## src/can_diag_map.svh

```systemverilog
// Offsets, field positions, reset values and timing counts of the CAN diag.
`ifndef CAN_DIAG_MAP_SVH
`define CAN_DIAG_MAP_SVH

// Clock rate in MHz; one microsecond is this many cycles.
`define CLK_MHZ          100

// Recessive-dominant cycles that must repeat a fault before it is reported.
`define CONFIRM_CYCLES   3'h5

// Stuck-low and clamp times in microseconds, then derived cycle counts.
`define TXD_STUCK_US     300
`define TXD_STUCK_CYC    (`TXD_STUCK_US * `CLK_MHZ)
`define CLAMP_US         300
`define CLAMP_CYC        (`CLAMP_US * `CLK_MHZ)
`define TMR_W            20

// Bit positions in the synchronised input vector.
`define SB_TXD           8
`define SB_RXD           7
`define SB_DIFF          6
`define SB_GL            5
`define SB_GH            4
`define SB_BL            3
`define SB_BH            2
`define SB_SL            1
`define SB_SH            0
`define SYNC_W           9
// Idle levels: TXD, RXD and receiver recessive, ground comparators high.
`define SYNC_RST         9'h1F0

// Bit positions of the line fault vector.
`define LF_GND_ANY       0
`define LF_BAT_ANY       1
`define LF_CANL_GND      2
`define LF_CANH_GND      3
`define LF_CANL_BAT      4
`define LF_CANH_BAT      5
`define LF_CANL_5V       6
`define LF_CANH_5V       7
`define LF_W             8

`endif

```

## src/can_diag_pkg.sv

```systemverilog
// Types shared by the CAN fault diagnosis modules.
package can_diag_pkg;

  // Operating mode of the CAN interface.
  typedef enum logic [1:0] {
    MODE_TXRX   = 2'h1,
    MODE_RXONLY = 2'h2
  } mode_e;

  // One bit per decoded line fault.
  typedef logic [7:0] fault_vec_t;

endpackage

```

## src/diag_if.sv

```systemverilog
// Link between the fault decoder and one fault confirmation counter.
`timescale 1ns/1ns
interface diag_if;
  logic ce;
  logic cycle_done;
  logic hit;
  logic clr;
  logic confirmed;

  modport src (output ce, output cycle_done, output hit, output clr,
               input confirmed);
  modport cnt (input ce, input cycle_done, input hit, input clr,
               output confirmed);
endinterface

```

## src/fault_confirm.sv

```systemverilog
// Confirms one line fault over consecutive recessive-dominant cycles.
`timescale 1ns/1ns
`include "can_diag_map.svh"
module fault_confirm (
  input wire logic clk,
  input wire logic rst_n,
  diag_if.cnt      dif
);

  logic [2:0] cnt_q;
  logic       conf_q;
  logic       reach;

  // The fifth consecutive hit completes the confirmation.
  assign reach = dif.cycle_done && dif.hit &&
                 (cnt_q == `CONFIRM_CYCLES - 3'h1);

  // A cycle without the fault restarts the count; it saturates below five.
  always_ff @(posedge clk) begin
    if (!rst_n) begin
      cnt_q <= 3'h0;
    end else if (dif.ce && dif.cycle_done) begin
      if (!dif.hit) begin
        cnt_q <= 3'h0;
      end else if (!reach) begin
        cnt_q <= cnt_q + 3'h1;
      end
    end
  end

  // Sticky report; a new confirmation beats a clear in the same cycle.
  always_ff @(posedge clk) begin
    if (!rst_n) begin
      conf_q <= 1'b0;
    end else if (dif.ce) begin
      if (reach) begin
        conf_q <= 1'b1;
      end else if (dif.clr) begin
        conf_q <= 1'b0;
      end
    end
  end

  assign dif.confirmed = conf_q;

endmodule

```

## src/can_bus_fault_diagnostic.sv

```systemverilog
// Bus short, clamp and TXD/RXD pin fault supervision of the CAN transceiver.
// Behaviour
// Ground comparator pair decodes ground shorts.
// Battery comparators high in recessive flag battery short.
// Supply comparator pair decodes 5 V shorts.
// Recessive detects; dominant samples name the line.
// Report only after five matching cycles.
// Long dominant bus sets bus failure flag.
// Sample RXD at receiver rise; high means fault.
// RXD fault sets flag, enters receive-only.
// RXD fault releases RXD driver, reported.
// Valid TXD low clears RXD fault.
// RXD flag is its own separate bit.
// TXD stuck low disables driver, sets flag.
// Normal command or RXD fall re-enables driver.
// TXD-RXD short retriggers timeout each lock.
// Variant C strap omits RXD fault detection.
// Driver stays off until fault gone, read, commanded.
// TXD low drives dominant; RXD mirrors bus.
// Receive-only ignores TXD, still reports bus.
// Both timeouts are parameterised cycle counts.
`timescale 1ns/1ns
`include "can_diag_map.svh"
module can_bus_fault_diagnostic #(
  parameter int TXD_STUCK_CYCLES = `TXD_STUCK_CYC,
  parameter int CLAMP_CYCLES     = `CLAMP_CYC
) (
  input  wire logic                    CLOCK,
  input  wire logic                    RESETN,
  input  wire logic                    CE,
  input  wire logic                    TXD,
  input  wire logic                    RXD_PIN_IN,
  output logic                         RXD_PIN_OUT,
  output logic                         RXD_PIN_OE_N,
  input  wire logic                    RX_DIFF,
  input  wire logic                    GROUND_CMP_LOW_LINE,
  input  wire logic                    GROUND_CMP_HIGH_LINE,
  input  wire logic                    BATTERY_CMP_LOW_LINE,
  input  wire logic                    BATTERY_CMP_HIGH_LINE,
  input  wire logic                    SUPPLY_CMP_LOW_LINE,
  input  wire logic                    SUPPLY_CMP_HIGH_LINE,
  input  wire logic                    VARIANT_C,
  input  wire logic                    CMD_TXRX,
  input  wire logic                    CMD_RXONLY,
  input  wire logic                    FLAGS_READ,
  output logic                         BUS_DRIVE_EN,
  output logic                         BUS_DOMINANT,
  output logic                         RX_ONLY_MODE,
  output can_diag_pkg::fault_vec_t     LINE_FAULT,
  output logic                         BUS_FAIL_FLAG,
  output logic                         RXD_HIGH_FLAG,
  output logic                         TXD_PERM_FLAG
);

  // Every TXD, RXD, receiver and comparator input passes two flops; only sync_q is read by logic.
  logic [`SYNC_W-1:0] meta_q;
  logic [`SYNC_W-1:0] sync_q;

  always_ff @(posedge CLOCK) begin
    if (!RESETN) begin
      meta_q <= `SYNC_RST;
      sync_q <= `SYNC_RST;
    end else if (CE) begin
      meta_q <= {TXD, RXD_PIN_IN, RX_DIFF,
                 GROUND_CMP_LOW_LINE, GROUND_CMP_HIGH_LINE,
                 BATTERY_CMP_LOW_LINE, BATTERY_CMP_HIGH_LINE,
                 SUPPLY_CMP_LOW_LINE, SUPPLY_CMP_HIGH_LINE};
      sync_q <= meta_q;
    end
  end

  logic txd_s;
  logic rxd_s;
  logic diff_s;
  logic diff_d_q;
  logic diff_rise;
  logic diff_fall;

  assign txd_s     = sync_q[`SB_TXD];
  assign rxd_s     = sync_q[`SB_RXD];
  assign diff_s    = sync_q[`SB_DIFF];
  assign diff_rise = diff_s && !diff_d_q;
  assign diff_fall = !diff_s && diff_d_q;

  // Previous receiver level, for edge detection on the synchronised copy.
  always_ff @(posedge CLOCK) begin
    if (!RESETN) begin
      diff_d_q <= 1'b1;
    end else if (CE) begin
      diff_d_q <= diff_s;
    end
  end

  // The variant strap is caught once, at the first enabled edge after reset.
  logic strap_done_q;
  logic variant_c_q;

  always_ff @(posedge CLOCK) begin
    if (!RESETN) begin
      strap_done_q <= 1'b0;
      variant_c_q  <= 1'b0;
    end else if (CE && !strap_done_q) begin
      strap_done_q <= 1'b1;
      variant_c_q  <= VARIANT_C;
    end
  end

  // Mode, driver and fault state.
  can_diag_pkg::mode_e mode_q;
  logic                drv_en_q;
  logic                drv_dom_q;
  logic                txd_fault_q;
  logic                rxd_fault_q;
  logic                rxd_flag_q;
  logic                txd_flag_q;
  logic                clamp_flag_q;
  logic                rxd_out_q;
  logic                rxd_detect;
  logic                txd_timeout;
  logic                txd_recover;
  logic                clamp_hit;
  logic                drv_en_d;

  // An RXD stuck high shows up at a receiver rise: the pin, which lags
  // the receiver by three cycles, still reads the dominant period. Bits
  // shorter than three cycles are too short to be judged.
  assign rxd_detect = strap_done_q && !variant_c_q &&
                      !rxd_fault_q && diff_rise && rxd_s;

  always_ff @(posedge CLOCK) begin
    if (!RESETN) begin
      rxd_fault_q <= 1'b0;
    end else if (CE) begin
      if (rxd_detect) begin
        rxd_fault_q <= 1'b1;
      end else if (!txd_s) begin
        rxd_fault_q <= 1'b0;
      end
    end
  end

  // Sticky RXD-high flag; detection wins over a read in the same cycle.
  always_ff @(posedge CLOCK) begin
    if (!RESETN) begin
      rxd_flag_q <= 1'b0;
    end else if (CE) begin
      if (rxd_detect) begin
        rxd_flag_q <= 1'b1;
      end else if (FLAGS_READ && !rxd_fault_q) begin
        rxd_flag_q <= 1'b0;
      end
    end
  end

  // The RXD pin mirrors the receiver; its driver is released on a fault.
  always_ff @(posedge CLOCK) begin
    if (!RESETN) begin
      rxd_out_q    <= 1'b1;
      RXD_PIN_OE_N <= 1'b0;
    end else if (CE) begin
      rxd_out_q    <= diff_s;
      RXD_PIN_OE_N <= rxd_fault_q || rxd_detect;
    end
  end

  // Mode: receive-only on command or RXD fault; back to TXD/RXD only once
  // the fault is gone and its flag has been read.
  always_ff @(posedge CLOCK) begin
    if (!RESETN) begin
      mode_q <= can_diag_pkg::MODE_TXRX;
    end else if (CE) begin
      case (mode_q)
        can_diag_pkg::MODE_TXRX: begin
          if (rxd_detect || CMD_RXONLY) begin
            mode_q <= can_diag_pkg::MODE_RXONLY;
          end
        end
        can_diag_pkg::MODE_RXONLY: begin
          if (CMD_TXRX && !rxd_fault_q && !rxd_flag_q) begin
            mode_q <= can_diag_pkg::MODE_TXRX;
          end
        end
        default: begin
          mode_q <= can_diag_pkg::MODE_TXRX;
        end
      endcase
    end
  end

  // TXD stuck-low timer. It restarts whenever TXD goes high, so a TXD-RXD
  // short that re-locks the bus is released again after each timeout.
  logic [`TMR_W-1:0] txd_cnt_q;

  assign txd_timeout = !txd_s && !txd_fault_q &&
                       (txd_cnt_q == `TMR_W'(TXD_STUCK_CYCLES - 1));
  assign txd_recover = CMD_TXRX || (txd_s && diff_fall);

  always_ff @(posedge CLOCK) begin
    if (!RESETN) begin
      txd_cnt_q <= '0;
    end else if (CE) begin
      if (txd_s || txd_fault_q) begin
        txd_cnt_q <= '0;
      end else if (!txd_timeout) begin
        txd_cnt_q <= txd_cnt_q + `TMR_W'(1);
      end
    end
  end

  always_ff @(posedge CLOCK) begin
    if (!RESETN) begin
      txd_fault_q <= 1'b0;
    end else if (CE) begin
      if (txd_timeout) begin
        txd_fault_q <= 1'b1;
      end else if (txd_recover) begin
        txd_fault_q <= 1'b0;
      end
    end
  end

  // Sticky TXD permanent flag, cleared by a read once the fault has gone.
  always_ff @(posedge CLOCK) begin
    if (!RESETN) begin
      txd_flag_q <= 1'b0;
    end else if (CE) begin
      if (txd_timeout) begin
        txd_flag_q <= 1'b1;
      end else if (FLAGS_READ && !txd_fault_q) begin
        txd_flag_q <= 1'b0;
      end
    end
  end

  // Driver enable: dropped at once on a fault or receive-only, and raised
  // again only while TXD is recessive so the bus is not grabbed mid-bit.
  always_comb begin
    drv_en_d = drv_en_q;
    if (mode_q != can_diag_pkg::MODE_TXRX || txd_fault_q || txd_timeout) begin
      drv_en_d = 1'b0;
    end else if (txd_s) begin
      drv_en_d = 1'b1;
    end
  end

  always_ff @(posedge CLOCK) begin
    if (!RESETN) begin
      drv_en_q  <= 1'b0;
      drv_dom_q <= 1'b0;
    end else if (CE) begin
      drv_en_q  <= drv_en_d;
      drv_dom_q <= drv_en_d && !txd_s;
    end
  end

  // Bus clamp timer counts receiver dominant time.
  logic [`TMR_W-1:0] clamp_cnt_q;

  assign clamp_hit = !diff_s &&
                     (clamp_cnt_q == `TMR_W'(CLAMP_CYCLES - 1));

  always_ff @(posedge CLOCK) begin
    if (!RESETN) begin
      clamp_cnt_q <= '0;
    end else if (CE) begin
      if (diff_s) begin
        clamp_cnt_q <= '0;
      end else if (!clamp_hit) begin
        clamp_cnt_q <= clamp_cnt_q + `TMR_W'(1);
      end
    end
  end

  always_ff @(posedge CLOCK) begin
    if (!RESETN) begin
      clamp_flag_q <= 1'b0;
    end else if (CE) begin
      if (clamp_hit) begin
        clamp_flag_q <= 1'b1;
      end else if (FLAGS_READ) begin
        clamp_flag_q <= 1'b0;
      end
    end
  end

  // Comparators lag the driver by the two sync flops, so the driver state
  // is delayed by the same amount before it splits samples into phases.
  logic       ph_d1_q;
  logic       ph_q;
  logic       ph_prev_q;
  logic       rec_seen_q;
  logic [5:0] rec_q;
  logic [5:0] dom_q;
  logic       cycle_done;

  assign cycle_done = ph_prev_q && !ph_q && rec_seen_q;

  always_ff @(posedge CLOCK) begin
    if (!RESETN) begin
      ph_d1_q    <= 1'b0;
      ph_q       <= 1'b0;
      ph_prev_q  <= 1'b0;
      rec_seen_q <= 1'b0;
      rec_q      <= 6'h30;
      dom_q      <= 6'h10;
    end else if (CE) begin
      ph_d1_q   <= drv_dom_q;
      ph_q      <= ph_d1_q;
      ph_prev_q <= ph_q;
      if (ph_q) begin
        dom_q <= sync_q[5:0];
      end else begin
        rec_q      <= sync_q[5:0];
        rec_seen_q <= 1'b1;
      end
    end
  end

  // Line fault decode from the last recessive and dominant samples.
  logic                     rec_gnd;
  logic                     rec_bat;
  logic                     rec_sup;
  can_diag_pkg::fault_vec_t hit;

  assign rec_gnd = !rec_q[`SB_GL] && !rec_q[`SB_GH];
  assign rec_bat = rec_q[`SB_BL] || rec_q[`SB_BH];
  assign rec_sup = rec_q[`SB_SL] && rec_q[`SB_SH];

  always_comb begin
    hit = '0;
    hit[`LF_GND_ANY]  = rec_gnd;
    hit[`LF_BAT_ANY]  = rec_bat;
    hit[`LF_CANH_GND] = rec_gnd && !dom_q[`SB_GL] && !dom_q[`SB_GH];
    hit[`LF_CANL_GND] = rec_gnd && !dom_q[`SB_GL] && dom_q[`SB_GH];
    hit[`LF_CANL_BAT] = rec_bat && dom_q[`SB_BL] && dom_q[`SB_BH];
    hit[`LF_CANH_BAT] = rec_bat && !dom_q[`SB_BL] && dom_q[`SB_BH];
    hit[`LF_CANL_5V]  = rec_sup && dom_q[`SB_SL] && dom_q[`SB_SH];
    hit[`LF_CANH_5V]  = rec_sup && !dom_q[`SB_SL] && dom_q[`SB_SH];
  end

  // One confirmation counter per fault kind.
  diag_if dif [`LF_W] ();

  for (genvar i = 0; i < `LF_W; i++) begin : g_conf
    assign dif[i].ce         = CE;
    assign dif[i].cycle_done = cycle_done;
    assign dif[i].hit        = hit[i];
    assign dif[i].clr        = FLAGS_READ;
    assign LINE_FAULT[i]     = dif[i].confirmed;

    fault_confirm u_conf (
      .clk   (CLOCK),
      .rst_n (RESETN),
      .dif   (dif[i])
    );
  end

  // Status outputs; each flag has its own port and is never merged.
  assign RXD_PIN_OUT   = rxd_out_q;
  assign BUS_DRIVE_EN  = drv_en_q;
  assign BUS_DOMINANT  = drv_dom_q;
  assign RX_ONLY_MODE  = (mode_q == can_diag_pkg::MODE_RXONLY);
  assign BUS_FAIL_FLAG = clamp_flag_q;
  assign RXD_HIGH_FLAG = rxd_flag_q;
  assign TXD_PERM_FLAG = txd_flag_q;

endmodule

```

## config.mk

```make
export PLATFORM = sky130hd
export DESIGN_NAME = can_bus_fault_diagnostic
export DESIGN_NICKNAME = d
export VERILOG_FILES = /design/src/can_diag_pkg.sv /design/src/diag_if.sv /design/src/fault_confirm.sv /design/src/can_bus_fault_diagnostic.sv
export VERILOG_INCLUDE_DIRS = /design/src
export SDC_FILE = /design/constraint.sdc
export NUM_CORES = 1
export LEC_CHECK = 0
export BUFFER_PORTS_ARGS = -buffer_cell sky130_fd_sc_hd__buf_2
export CORE_AREA = 3 3 111 103
export CTS_CLUSTER_SIZE = 25
export DETAILED_ROUTE_END_ITERATION = 10
export DIE_AREA = 0 0 114 106
export HOLD_SLACK_MARGIN = 0.06
export PLACE_DENSITY = 0.72
export SETUP_SLACK_MARGIN = 0.3
export SLEW_MARGIN = 40
export SYNTH_ARGS = -nofsm -noshare
export SYNTH_HDL_FRONTEND = slang
export SYNTH_SLANG_ARGS = --single-unit
```

## constraint.sdc

```tcl
create_clock -name CLOCK -period 2.05 [get_ports CLOCK]
set_input_delay 0.41 -clock CLOCK [delete_from_list [all_inputs] [get_ports CLOCK]]
set_output_delay 0.41 -clock CLOCK [all_outputs]
set_load 0.01 [all_outputs]
```

==> impl_results.md, run 1 <==
* Status: complete, no violations
* Crit-path max FO at 7
* GRT Total Usage at 22.4%
* Slew of the pin with the lowest slew margin at 0.613 ns
* Largest area contributor in the synthesized netlist: sky130_fd_sc_hd__dfxtp_1
* Family with the most delay on the worst path: simple AND/OR/NAND/NOR gates
* Global routing usage on met3 at 5.18%
* MaxCap Viol Count at 0
* Non-Filler Cell Area, Final at 0.00663 sq mm
* Number of search-and-repair iterations in the first detailed-routing pass at 5
* Vias per std cell at 5.85
* Power Total at 5.94 mW
* Shortest clock period the worst path allows after layout at 1.68 ns
* Tightest Hold Check Type: input pin to flop
* Worst Setup Path Type: flop to flop
* Busiest grt layer: met2
* Grt met1 use at approximately 30%
* Post-synth ARST share at 0%
* Number of nets produced by synthesis at 696
* Number of synthesized register bits at between 100 and 150
* WL final at 13.1 mm
* CTS hold repair buffers at 0
* Synthesis-to-layout area growth at 17.2%
* DRC Markers at 0
* Setup TNS at 0 ns
* Root Driver: sky130_fd_sc_hd__clkbuf_16
* Count of routing violations after the opening detailed-route iteration at 230
* Starting utilization of the core area at 55.2%
* Buffers on Ports at 31
* Final count of negative-setup-slack endpoints at 0
* Clock tree from TritonCTS: built
* Critical path startpoint category: flop
* Proportion of synthesized area in mux cells at 5.84%
* Top cell type's share of synthesized area at 42.1%
* Via count of the first global-routing pass at 4586
* Sequential area share after synthesis at 42.1%
* Sequence of cells on the critical path: ha_1, and2_1, nand4_2, or4_1, a21oi_1
* Adder-cell area share of the yosys netlist at about 4.0%
* Highest cell delay on the worst timing path at 0.51 ns
* Hold Vio Cnt, Final at 0
* Sum of net half-perimeters after detailed placement at 8.81 mm
* Antenna Violating Nets Remaining at 0
* Unrepaired setup endpoints after global routing: true
* Most area-consuming cells after synthesis: sky130_fd_sc_hd__dfxtp_1 (42%), sky130_fd_sc_hd__mux2i_1 (5.8%), sky130_fd_sc_hd__nand2_1 (5.8%), sky130_fd_sc_hd__a21oi_1 (5.1%), sky130_fd_sc_hd__ha_1 (4.0%)
* H-tree depth reported by CTS at 4
* Buffers and inverters on the worst path at 0
* Std-Cell Core Area at 0.0102 sq mm
* CTS clock-pin slew for the worst setup and hold paths at ~0.06 ns
* Via total after detailed routing at 4887
* Clock tree skew after final layout at 0.0123 ns
* PwrDens at 896 mW/mm^2
* Maximum root-to-sink buffer count at 2
* CTS Buf Count at 17
* Wire length of the first global-routing pass at between 20 and 25 mm
* Combined area of all synthesized cells at 0.00566 sq mm
* Share of the clock period used by the worst path at 82.0%
* Warnings from Yosys at 0
* CP max-delay cell: sky130_fd_sc_hd__or4_1
* Full die area at 0.0121 sq mm
* Number of instances in the synthesized netlist at around 660
* Total number of placement rows at 35
* Number of enable flip-flop cells after synthesis at 0
* Area share of and/or/nand/nor cells after synthesis at a little over a quarter
* Kind of capture point of the worst setup path: flop
* Largest net degree at the start of global routing at 39
* Net count, final at 727
* Xor and xnor area share after synthesis at approximately 1.5%
* Filler Cells Inserted at approximately 850
* Maximum clock rate at 595 MHz
* Static power due to leakage at 2.51 nW
* Fraction of layout cells with a size suffix above 1 at around 15%
* Die W at 114 microns
* Worst max-slew margin expressed relative to the limit at 59.2%
* Area fraction in compound gates after synthesis at 14.7%
* Met2 Resource Use GR at 35.3%
* Required time at the worst-slack endpoint at 2.39 ns
* Synthesized area per cell at 8.55 sq um
* Distinct cell type count of the synthesized netlist at 60
* Io pins at 32
* Largest voltage drop on the vdd net at 0.898 mV
* Clock sinks at 119
* Area after detailed placement at about 0.006 sq mm
* Leading register cell type out of synthesis: sky130_fd_sc_hd__dfxtp_1
* Final slew viol count at 0
* Dominant combinational cell family by area after synthesis: simple AND/OR/NAND/NOR gates
* Antenna diode instance count at 0
* Average wire per standard cell at about 16 microns
* Worst-Skew Late Latency at 0.41 ns
* Routability Congestion at 0.844
* Arrival time of the worst setup path at 2.03 ns
* Gr ovfl total at 0
* Initial antenna violation count at 0
* Height of the die at 106 microns
==> final timing paths <==
| check | start | to | slack (ns) | cells after the start |
|---|---|---|---|---|
| setup / recovery | clamp_cnt_q[1] | clamp_cnt_q[18] | 0.37 | 5 |
| hold / removal | RX_DIFF | meta_q[6] | 0.22 | 3 |
| setup reg to reg | clamp_cnt_q[1] | clamp_cnt_q[18] | 0.37 | 5 |
| hold reg to reg | g_conf[1].u_conf.dif.confirmed | g_conf[1].u_conf.dif.confirmed | 0.46 | 2 |
==> Yosys cell counts (5+ instances only) <==
master                     instances
sky130_fd_sc_hd__o211ai_1          8
sky130_fd_sc_hd__mux2i_1          33
sky130_fd_sc_hd__nand4_1          13
sky130_fd_sc_hd__nand2b_1          6
sky130_fd_sc_hd__nor4b_1           6
sky130_fd_sc_hd__a21oi_1          58
sky130_fd_sc_hd__and3_1            5
sky130_fd_sc_hd__or4_1            10
sky130_fd_sc_hd__nor4_1           11
sky130_fd_sc_hd__inv_1            34
sky130_fd_sc_hd__buf_4            11
sky130_fd_sc_hd__nor2_1           52
sky130_fd_sc_hd__a211oi_1          6
sky130_fd_sc_hd__o21ai_0          24
sky130_fd_sc_hd__ha_1             18
sky130_fd_sc_hd__and2_1            6
sky130_fd_sc_hd__nand2_1          87
sky130_fd_sc_hd__clkbuf_1         18
sky130_fd_sc_hd__xor2_1            7
sky130_fd_sc_hd__nand3_1          28
sky130_fd_sc_hd__or3_1            17
sky130_fd_sc_hd__buf_2             8
sky130_fd_sc_hd__o31ai_1          10
sky130_fd_sc_hd__dfxtp_1         119
==> sequential cells by signal, indices dropped and copies added (netlist names), 2 cells and up <==
| name | count |
|---|---|
| g_conf.u_conf.dif.confirmed | 8 |
| mode_q | 2 |
| dom_q | 6 |
| rec_q | 6 |
| g_conf.u_conf.cnt_q | 24 |
| meta_q | 9 |
| txd_cnt_q | 20 |
| sync_q | 9 |
| clamp_cnt_q | 20 |
==> cell families after synthesis <==
kind of cell	Yosys count
AND/OR/NAND/NOR	276
AO/OA/AOI/OAI	134
flip-flops	119
buffers and inverters	72
multiplexers	33
adder cells (fa/ha/maj)	18
XOR/XNOR	10
==> tightest hold or removal path: cells and delay by family <==
family / cells / cell delay [ns]
buf+inv: 1 / 0.07
mux: 1 / 0.05
simple gates: 1 / 0.06
==> stage by stage <==
stage | hold WS [ns] | setup slack, ns | cells | utilization, %
2_1_floorplan | 0.433 | 0.425 | 662 | -
3_3_place_gp | 0.449 | 0.190 | 801 | 57.7
3_5_place_dp | 0.460 | 0.143 | 801 | 57.7
4_1_cts | 0.206 | 0.289 | 835 | 64.5
5_1_grt | 0.212 | 0.245 | 835 | 64.7
6_report | 0.220 | 0.368 | 835 | 64.7
==> layout by cell type, fill, tap and decap left out, drive strengths merged, types with 2 or more instances in the layout <==
master   netlist  layout
and4           5       5
a21oi         58      58
a211oi         6       6
nor3           6       6
mux2i         33      33
o31ai         12      12
or3           17      17
ha            18      18
nor2          52      52
or4b           2       2
or4           11      11
buf           20      50
xor2           7       7
nand4b         3       3
nor4          12      12
bufinv         0       5
o311ai         2       2
nor3b          2       2
clkinv         0       6
nand2b         6       6
dfxtp        119     119
o41ai          2       2
o21ai         26      26
nand4bb        2       2
nand3b         4       4
o21a           3       3
and3           5       5
nand4         16      16
o211ai         8       8
inv           34      36
and4b          2       2
xnor2          3       3
a31oi          4       4
a22oi          4       4
nand2         87      87
a31o           3       3
clkbuf        18      19
nor4b          6       6
and2           6       6
nand3         29      29
==> timing repair <==
action / 4_1_cts / 5_1_grt
endpoints found under the setup margin: 15 / 17
hold endpoints to repair: 0 / 0
buffers inserted: 2 / 0
resized for setup: 6 / 9
pin swaps: 1 / 1
==> routing by layer <==
metal  vias to the layer above  part of all wire [%]
li1                       2428                     -
met1                      2319                    46
met2                       124                    48
met3                        16                   5.1
met4                         0                   1.3
met5                         -                     0
==> final cells by class <==
class	count	area, sq um	area share [%]
Sequential cell	119	2380	36.0
Tap cell	129	161	2.43
Clock inverter	13	216	3.26
Inverter	34	128	1.92
Multi-Input combinational cell	471	2990	45.1
Clock buffer	19	453	6.83
Timing Repair Buffer	50	298	4.49
==> report_power, final <==
group          switching (mW)  internal [mW]
clock                    1.09           2.24
combinational           0.147         0.0856
sequential             0.0359           2.35
total                    1.27           4.67
No activity file was read; power rests on OpenSTA's default activity.
==> run 2: changes to the inputs <==
--- a/config.mk
+++ b/config.mk
@@ -12,7 +12,7 @@
 export DETAILED_ROUTE_END_ITERATION = 10
 export DIE_AREA = 0 0 114 106
 export HOLD_SLACK_MARGIN = 0.06
-export PLACE_DENSITY = 0.72
+export PLACE_DENSITY = 0.75
 export SETUP_SLACK_MARGIN = 0.3
 export SLEW_MARGIN = 40
 export SYNTH_ARGS = -nofsm -noshare
==> constraint.sdc (replaced) <==
create_clock -name CLOCK -period 1.45 [get_ports CLOCK]
set_input_delay 0.29 -clock CLOCK [delete_from_list [all_inputs] [get_ports CLOCK]]
set_output_delay 0.29 -clock CLOCK [all_outputs]
set_load 0.01 [all_outputs]
==> impl_results.md, run 2 (synthesis gave the netlist of run 1 again) <==
* Status: complete, but fails checks
* Violated checks: negative setup slack
* Antenna Violating Nets Remaining at 0 (unchanged)
* Count of routing violations after the opening detailed-route iteration at 681 (+200%)
* Std-Cell Core Area at 0.0102 sq mm (unchanged)
* Final Worst Setup Slack at -0.275 ns (-0.644 ns)
* Non-filler instance count after layout at 965 (+16%)
* Vias per std cell at 6.60 (+13%)
* Tightest Hold Check Type: input pin to flop
* Top reg by flops: g_conf.u_conf.cnt_q
* Placed insts at 873 (+9.0%)
* Largest net degree at the start of global routing at 50 (+28%)
* Setup TNS at -4.05 ns (-4.05 ns)
* PwrDens at 923 mW/mm^2 (+3.0%)
* Non-Filler Cell Area, Final at 0.00893 sq mm (+35%)
* Final design utilization at 87.2% (+22 points)
* Global routing usage on met3 at 6.55% (+1.4 points)
* Root Driver: sky130_fd_sc_hd__clkbuf_16
* Full die area at 0.0121 sq mm (unchanged)
* Sum of net half-perimeters after detailed placement at 10.1 mm (+15%)
* WL final at 23.0 mm (+76%)
* Cells on worst reg2reg path at 5 (unchanged)
* Io pins at 32 (unchanged)
* MaxCap Viol Count at 0 (unchanged)
* Most common cell after layout, fill and taps aside: sky130_fd_sc_hd__buf_4
* Gr ovfl total at 0 (unchanged)
* Total number of placement rows at 35 (unchanged)
* Clock tree from TritonCTS: built
* Wire length of the first global-routing pass at 29.8 mm (+35%)
* Via total after detailed routing at 6366 (+30%)
* CTS Buf Count at 17 (unchanged)
* Antenna diode instance count at 0 (unchanged)
* Routability Congestion at 0.911 (+8.0%)
* Busiest grt layer: met2
* Worst slack after detailed placement at -0.117 ns (-0.260 ns)
* Via count of the first global-routing pass at 5873 (+28%)
* Maximum clock rate at 580 MHz (-2.5%)
* Clock sinks at 119 (unchanged)
* Synthesis-to-layout area growth at 57.9%
* Worst hold stages at 3 (unchanged)
* Post-Route Hold Slack at 0.0885 ns (-0.131 ns)
* Height of the die at 106 microns (unchanged)
* Commonest non-fill, non-tap cells in the layout: sky130_fd_sc_hd__buf_4 (98), sky130_fd_sc_hd__nand2_1 (70), sky130_fd_sc_hd__dfxtp_1 (60), sky130_fd_sc_hd__buf_6 (60)
* Crit-path max FO at 4 (-3)
* Grt met1 use at 36.8% (+6.8 points)
* Power Total at 8.24 mW (+39%)
* GRT Total Usage at 30.9% (+8.6 points)
* Starting utilization of the core area at 55.2% (unchanged)
* Largest register FFs at 24 (unchanged)
* Largest voltage drop on the vdd net at 0.991 mV (+10%)
* Shortest clock period the worst path allows after layout at 1.73 ns (+0.0439 ns)
* Initial antenna violation count at 0 (unchanged)
* Worst-Skew Late Latency at 0.43 ns (+0.02 ns)
* Worst max-slew margin expressed relative to the limit at 56.9% (-2.3 points)
* Final slew viol count at 0 (unchanged)
* H-tree depth reported by CTS at 4 (unchanged)
* Average wire per standard cell at 23.8 microns (+52%)
* Unrepaired setup endpoints after global routing: true
* Slew of the pin with the lowest slew margin at 0.640 ns (+0.0274 ns)
* Met2 Resource Use GR at 51.9% (+17 points)
* Maximum root-to-sink buffer count at 2 (unchanged)
* Kind of capture point of the worst setup path: flop
* Net count, final at 857 (+18%)
* Worst Setup Path Type: flop to flop
* Final count of negative-setup-slack endpoints at 47 (+47)
* Die W at 114 microns (unchanged)
* Hold Vio Cnt, Final at 0 (unchanged)
* DRC Markers at 0 (unchanged)
* Area after detailed placement at 0.00673 sq mm (+14%)
* Critical path startpoint category: flop
* Number of search-and-repair iterations in the first detailed-routing pass at 5 (unchanged)
* Share of the clock period used by the worst path at 119% (+37 points)
* Required time at the worst-slack endpoint at 1.75 ns (-0.64 ns)
* Static power due to leakage at 3.51 nW (+40%)
* Top Registers: g_conf.u_conf.cnt_q (24), clamp_cnt_q (20), txd_cnt_q (20)
* Buffers on Ports at 31 (unchanged)
* CTS clock-pin slew for the worst setup and hold paths at 0.06 ns (about the same)
* Clock tree skew after final layout at 0.0108 ns (-0.00147 ns)
* Arrival time of the worst setup path at 2.02 ns (about the same)
* Fraction of layout cells with a size suffix above 1 at 51.1% (+36 points)
## run 2: path summary, 6_finish.rpt
| path | to | from | slack (ns) |
|---|---|---|---|
| worst max register to register | TXD_PERM_FLAG | txd_cnt_q[0] | -0.28 |
| worst min-delay path | meta_q[7] | RXD_PIN_IN | 0.09 |
| worst max-delay path | TXD_PERM_FLAG | txd_cnt_q[0] | -0.28 |
| worst min register to register | g_conf[0].u_conf.dif.confirmed | g_conf[0].u_conf.dif.confirmed | 0.48 |
## run 2: timing repair
action,in CTS,in global routing
hold buffers,0,0
endpoints found under the setup margin,101,112
pin swaps,84,59
gates resized for setup,182,105
buffers inserted,36,24
## run 2: final cells by class
| type | count | area (sq um) |
|---|---|---|
| Clock buffer | 22 | 485 |
| Clock inverter | 10 | 119 |
| Fill cell | 396 | 1320 |
| Inverter | 34 | 128 |
| Multi-Input combinational cell | 471 | 3940 |
| Sequential cell | 119 | 2490 |
| Tap cell | 129 | 161 |
| Timing Repair Buffer | 180 | 1620 |
## run 2: report_power, final
group | total (mW) | switching, mW | leakage [nW] | internal, mW
sequential | 3.37 | 0.0560 | 0.991 | 3.31
clock | 4.36 | 1.63 | 0.287 | 2.72
combinational | 0.517 | 0.309 | 2.23 | 0.209
## run 2: worst max-delay path, cell delays in order, from the launching register on
cell	delay [ns]
sky130_fd_sc_hd__dfxtp_4	0.36
sky130_fd_sc_hd__ha_4	0.14
sky130_fd_sc_hd__and4_4	0.29
sky130_fd_sc_hd__nand2_8	0.07
sky130_fd_sc_hd__or3_4	0.43
sky130_fd_sc_hd__a21oi_1	0.31
## run 2: layer usage
layer,wire (microns),vias to the layer above
li1,-,2701
met1,8370,3022
met2,10900,475
met3,2030,168
met4,1610,0
met5,0,-
==> run 3: changes to the inputs <==
--- a/config.mk
+++ b/config.mk
@@ -6,13 +6,13 @@
 export SDC_FILE = /design/constraint.sdc
 export NUM_CORES = 1
 export LEC_CHECK = 0
-export BUFFER_PORTS_ARGS = -buffer_cell sky130_fd_sc_hd__buf_2
+export BUFFER_PORTS_ARGS = -buffer_cell sky130_fd_sc_hd__buf_4
 export CORE_AREA = 3 3 111 103
 export CTS_CLUSTER_SIZE = 25
 export DETAILED_ROUTE_END_ITERATION = 10
 export DIE_AREA = 0 0 114 106
 export HOLD_SLACK_MARGIN = 0.06
-export PLACE_DENSITY = 0.75
+export PLACE_DENSITY_LB_ADDON = 0.3
 export SETUP_SLACK_MARGIN = 0.3
 export SLEW_MARGIN = 40
 export SYNTH_ARGS = -nofsm -noshare
==> impl_results.md, run 3 (synthesis gave the netlist of run 1 again) <==
* Sum of net half-perimeters after detailed placement at 10.3 mm (+1.8%)
* Routability Congestion at 0.877 (-3.7%)
* Slew of the pin with the lowest slew margin at 0.580 ns (-0.0597 ns)
* Starting utilization of the core area at 55.2% (unchanged)
* CTS clock-pin slew for the worst setup and hold paths at 0.06 ns (about the same)
* Worst r2r src: clamp_cnt_q[4]
* Filler Cells Inserted at 390 (-1.5%)
* Fraction of layout cells with a size suffix above 1 at 51.5% (+0.42 points)
* Startpoint of the tightest hold check path: RXD_PIN_IN
* Total number of placement rows at 35 (unchanged)
* Largest net degree at the start of global routing at 34 (-32%)
* GRT Total Usage at 35.8% (+4.9 points)
* Clock tree skew after final layout at 0.0144 ns (+0.00355 ns)
* Largest register FFs at 24 (unchanged)
* Shortest clock period the worst path allows after layout at 1.69 ns (-0.0400 ns)
* Violated checks: negative setup slack
* Tightest Hold Check Type: input pin to flop
* Die W at 114 microns (unchanged)
* Vias per std cell at 6.98 (+5.7%)
* Via total after detailed routing at 6710 (+5.4%)
* Final slew viol count at 0 (unchanged)
* Placed insts at 869 (-0.46%)
* Count of routing violations after the opening detailed-route iteration at 971 (+43%)
* Maximum clock rate at 593 MHz (+2.4%)
* Static power due to leakage at 3.60 nW (+2.7%)
* Io pins at 32 (unchanged)
* CTS Buf Count at 17 (unchanged)
* Final count of negative-setup-slack endpoints at 64 (+36%)
* Kind of capture point of the worst setup path: flop
* Largest voltage drop on the vdd net at 1.02 mV (+2.9%)
* Critical path startpoint category: flop
* Crit. Startpoint: clamp_cnt_q[4]
* Buffers on Ports at 31 (unchanged)
* Std-Cell Core Area at 0.0102 sq mm (unchanged)
* Crit-path max FO at 5 (+1)
* MaxCap Viol Count at 0 (unchanged)
* Arrival time of the worst setup path at 1.97 ns (-0.05 ns)
* Top reg by flops: g_conf.u_conf.cnt_q
* Commonest non-fill, non-tap cells in the layout: sky130_fd_sc_hd__buf_4 (106), sky130_fd_sc_hd__nand2_1 (69), sky130_fd_sc_hd__dfxtp_1 (67)
* Initial antenna violation count at 0 (unchanged)
* Most common cell after layout, fill and taps aside: sky130_fd_sc_hd__buf_4
* Full die area at 0.0121 sq mm (unchanged)
* Required time at the worst-slack endpoint at 1.74 ns (about the same)
* Gr ovfl total at 0 (unchanged)
* Final design utilization at 88.8% (+1.6 points)
* Hold Vio Cnt, Final at 0 (unchanged)
* Clock tree from TritonCTS: built
* H-tree depth reported by CTS at 4 (unchanged)
* PwrDens at 933 mW/mm^2 (+1.1%)
* Maximum root-to-sink buffer count at 2 (unchanged)
* Worst max-slew margin expressed relative to the limit at 61.3% (+4.4 points)
* Synthesis-to-layout area growth at 60.9%
* Final Worst Setup Slack at -0.236 ns (+0.0400 ns)
* Height of the die at 106 microns (unchanged)
* Share of the clock period used by the worst path at 116% (-2.8 points)
* DRC Markers at 0 (unchanged)
* Wire length of the first global-routing pass at 34.2 mm (+15%)
* Clock sinks at 119 (unchanged)
* Top Registers: g_conf.u_conf.cnt_q (24), clamp_cnt_q (20), txd_cnt_q (20)
* Antenna Violating Nets Remaining at 0 (unchanged)
* Non-filler instance count after layout at 962 (-0.31%)
* Status: complete, but fails checks
* Root Driver: sky130_fd_sc_hd__clkbuf_16
* Via count of the first global-routing pass at 6519 (+11%)
* Antenna diode instance count at 0 (unchanged)
* Worst Setup Path Type: flop to flop
* WL final at 25.8 mm (+12%)
* Worst-Skew Late Latency at 0.43 ns (about the same)
* Average wire per standard cell at 26.8 microns (+13%)
* Number of search-and-repair iterations in the first detailed-routing pass at 8 (+3)
* Unrepaired setup endpoints after global routing: true
* Net count, final at 854 (-0.35%)
-- run 3: cell types whose count changed in the layout (fill, tap and decap cells not counted), sizes merged --
cell	change
buf	-3
bufinv	+1
clkbuf	-3
clkinv	-1
clkinvlp	-1
inv	+4
-- run 3: critical path, cell delays in order (launching register included) --
cell                        delay [ns]
sky130_fd_sc_hd__dfxtp_2          0.36
sky130_fd_sc_hd__buf_6            0.11
sky130_fd_sc_hd__and3_4           0.26
sky130_fd_sc_hd__nand4bb_4        0.16
sky130_fd_sc_hd__buf_4            0.18
sky130_fd_sc_hd__o31ai_1          0.32
sky130_fd_sc_hd__a21oi_1          0.15
-- run 3: metal layers --
metal / up-vias / share of wire [%] / track usage (%)
li1: 2695 / - / -
met1: 3116 / 35 / 40.5
met2: 661 / 45 / 61.1
met3: 238 / 11 / 8.71
met4: 0 / 8.8 / 20.9
met5: - / 0 / 0
-- run 3: path summary, 6_finish.rpt --
| check | slack (ns) | endpoint | depth (start not counted) |
|---|---|---|---|
| worst min register to register | 0.49 | sync_q[6] | 2 |
| worst min-delay path | 0.09 | meta_q[7] | 3 |
| worst max-delay path | -0.24 | clamp_cnt_q[19] | 6 |
| worst max register to register | -0.24 | clamp_cnt_q[19] | 6 |
-- run 3: per-stage QoR --
| step | setup WS (ns) | instance area [sq um] | total power [mW] | setup TNS [ns] | hold WS [ns] |
|---|---|---|---|---|---|
| after floorplan | 0.0000649 | 6000 | 3.66 | 0 | 0.418 |
| after global placement | -0.0808 | 6800 | 3.81 | -0.268 | 0.447 |
| after detailed placement | -0.0938 | 6800 | 3.82 | -1.26 | 0.450 |
| after CTS | -0.157 | 8460 | 8.26 | -1.22 | 0.0812 |
| after global routing | -0.257 | 9100 | 8.60 | -8.67 | 0.0982 |
| final | -0.236 | 9100 | 8.49 | -6.33 | 0.0895 |
-- run 3: power by group --
group          switching, mW  internal (mW)  total (mW)
logic                  0.339          0.226       0.565
clock network           1.74           2.82        4.55
registers             0.0636           3.31        3.37
total                   2.14           6.35        8.49
-- run 3: cell type report --
type                            count  area [sq um]  area share, %
Clock buffer                       19           453           4.98
Clock inverter                     13           169           1.86
Inverter                           34           128           1.40
Multi-Input combinational cell    471          4040           44.4
Sequential cell                   119          2480           27.2
Tap cell                          129           161           1.77
Timing Repair Buffer              177          1670           18.4
-- run 3: timing repair --
item | CTS | global route
endpoints found under the setup margin | 104 | 110
setup buffers | 41 | 17
hold buffers | 0 | 0
pin swaps | 68 | 56
resized for setup | 184 | 116
gates cloned | 2 | 1
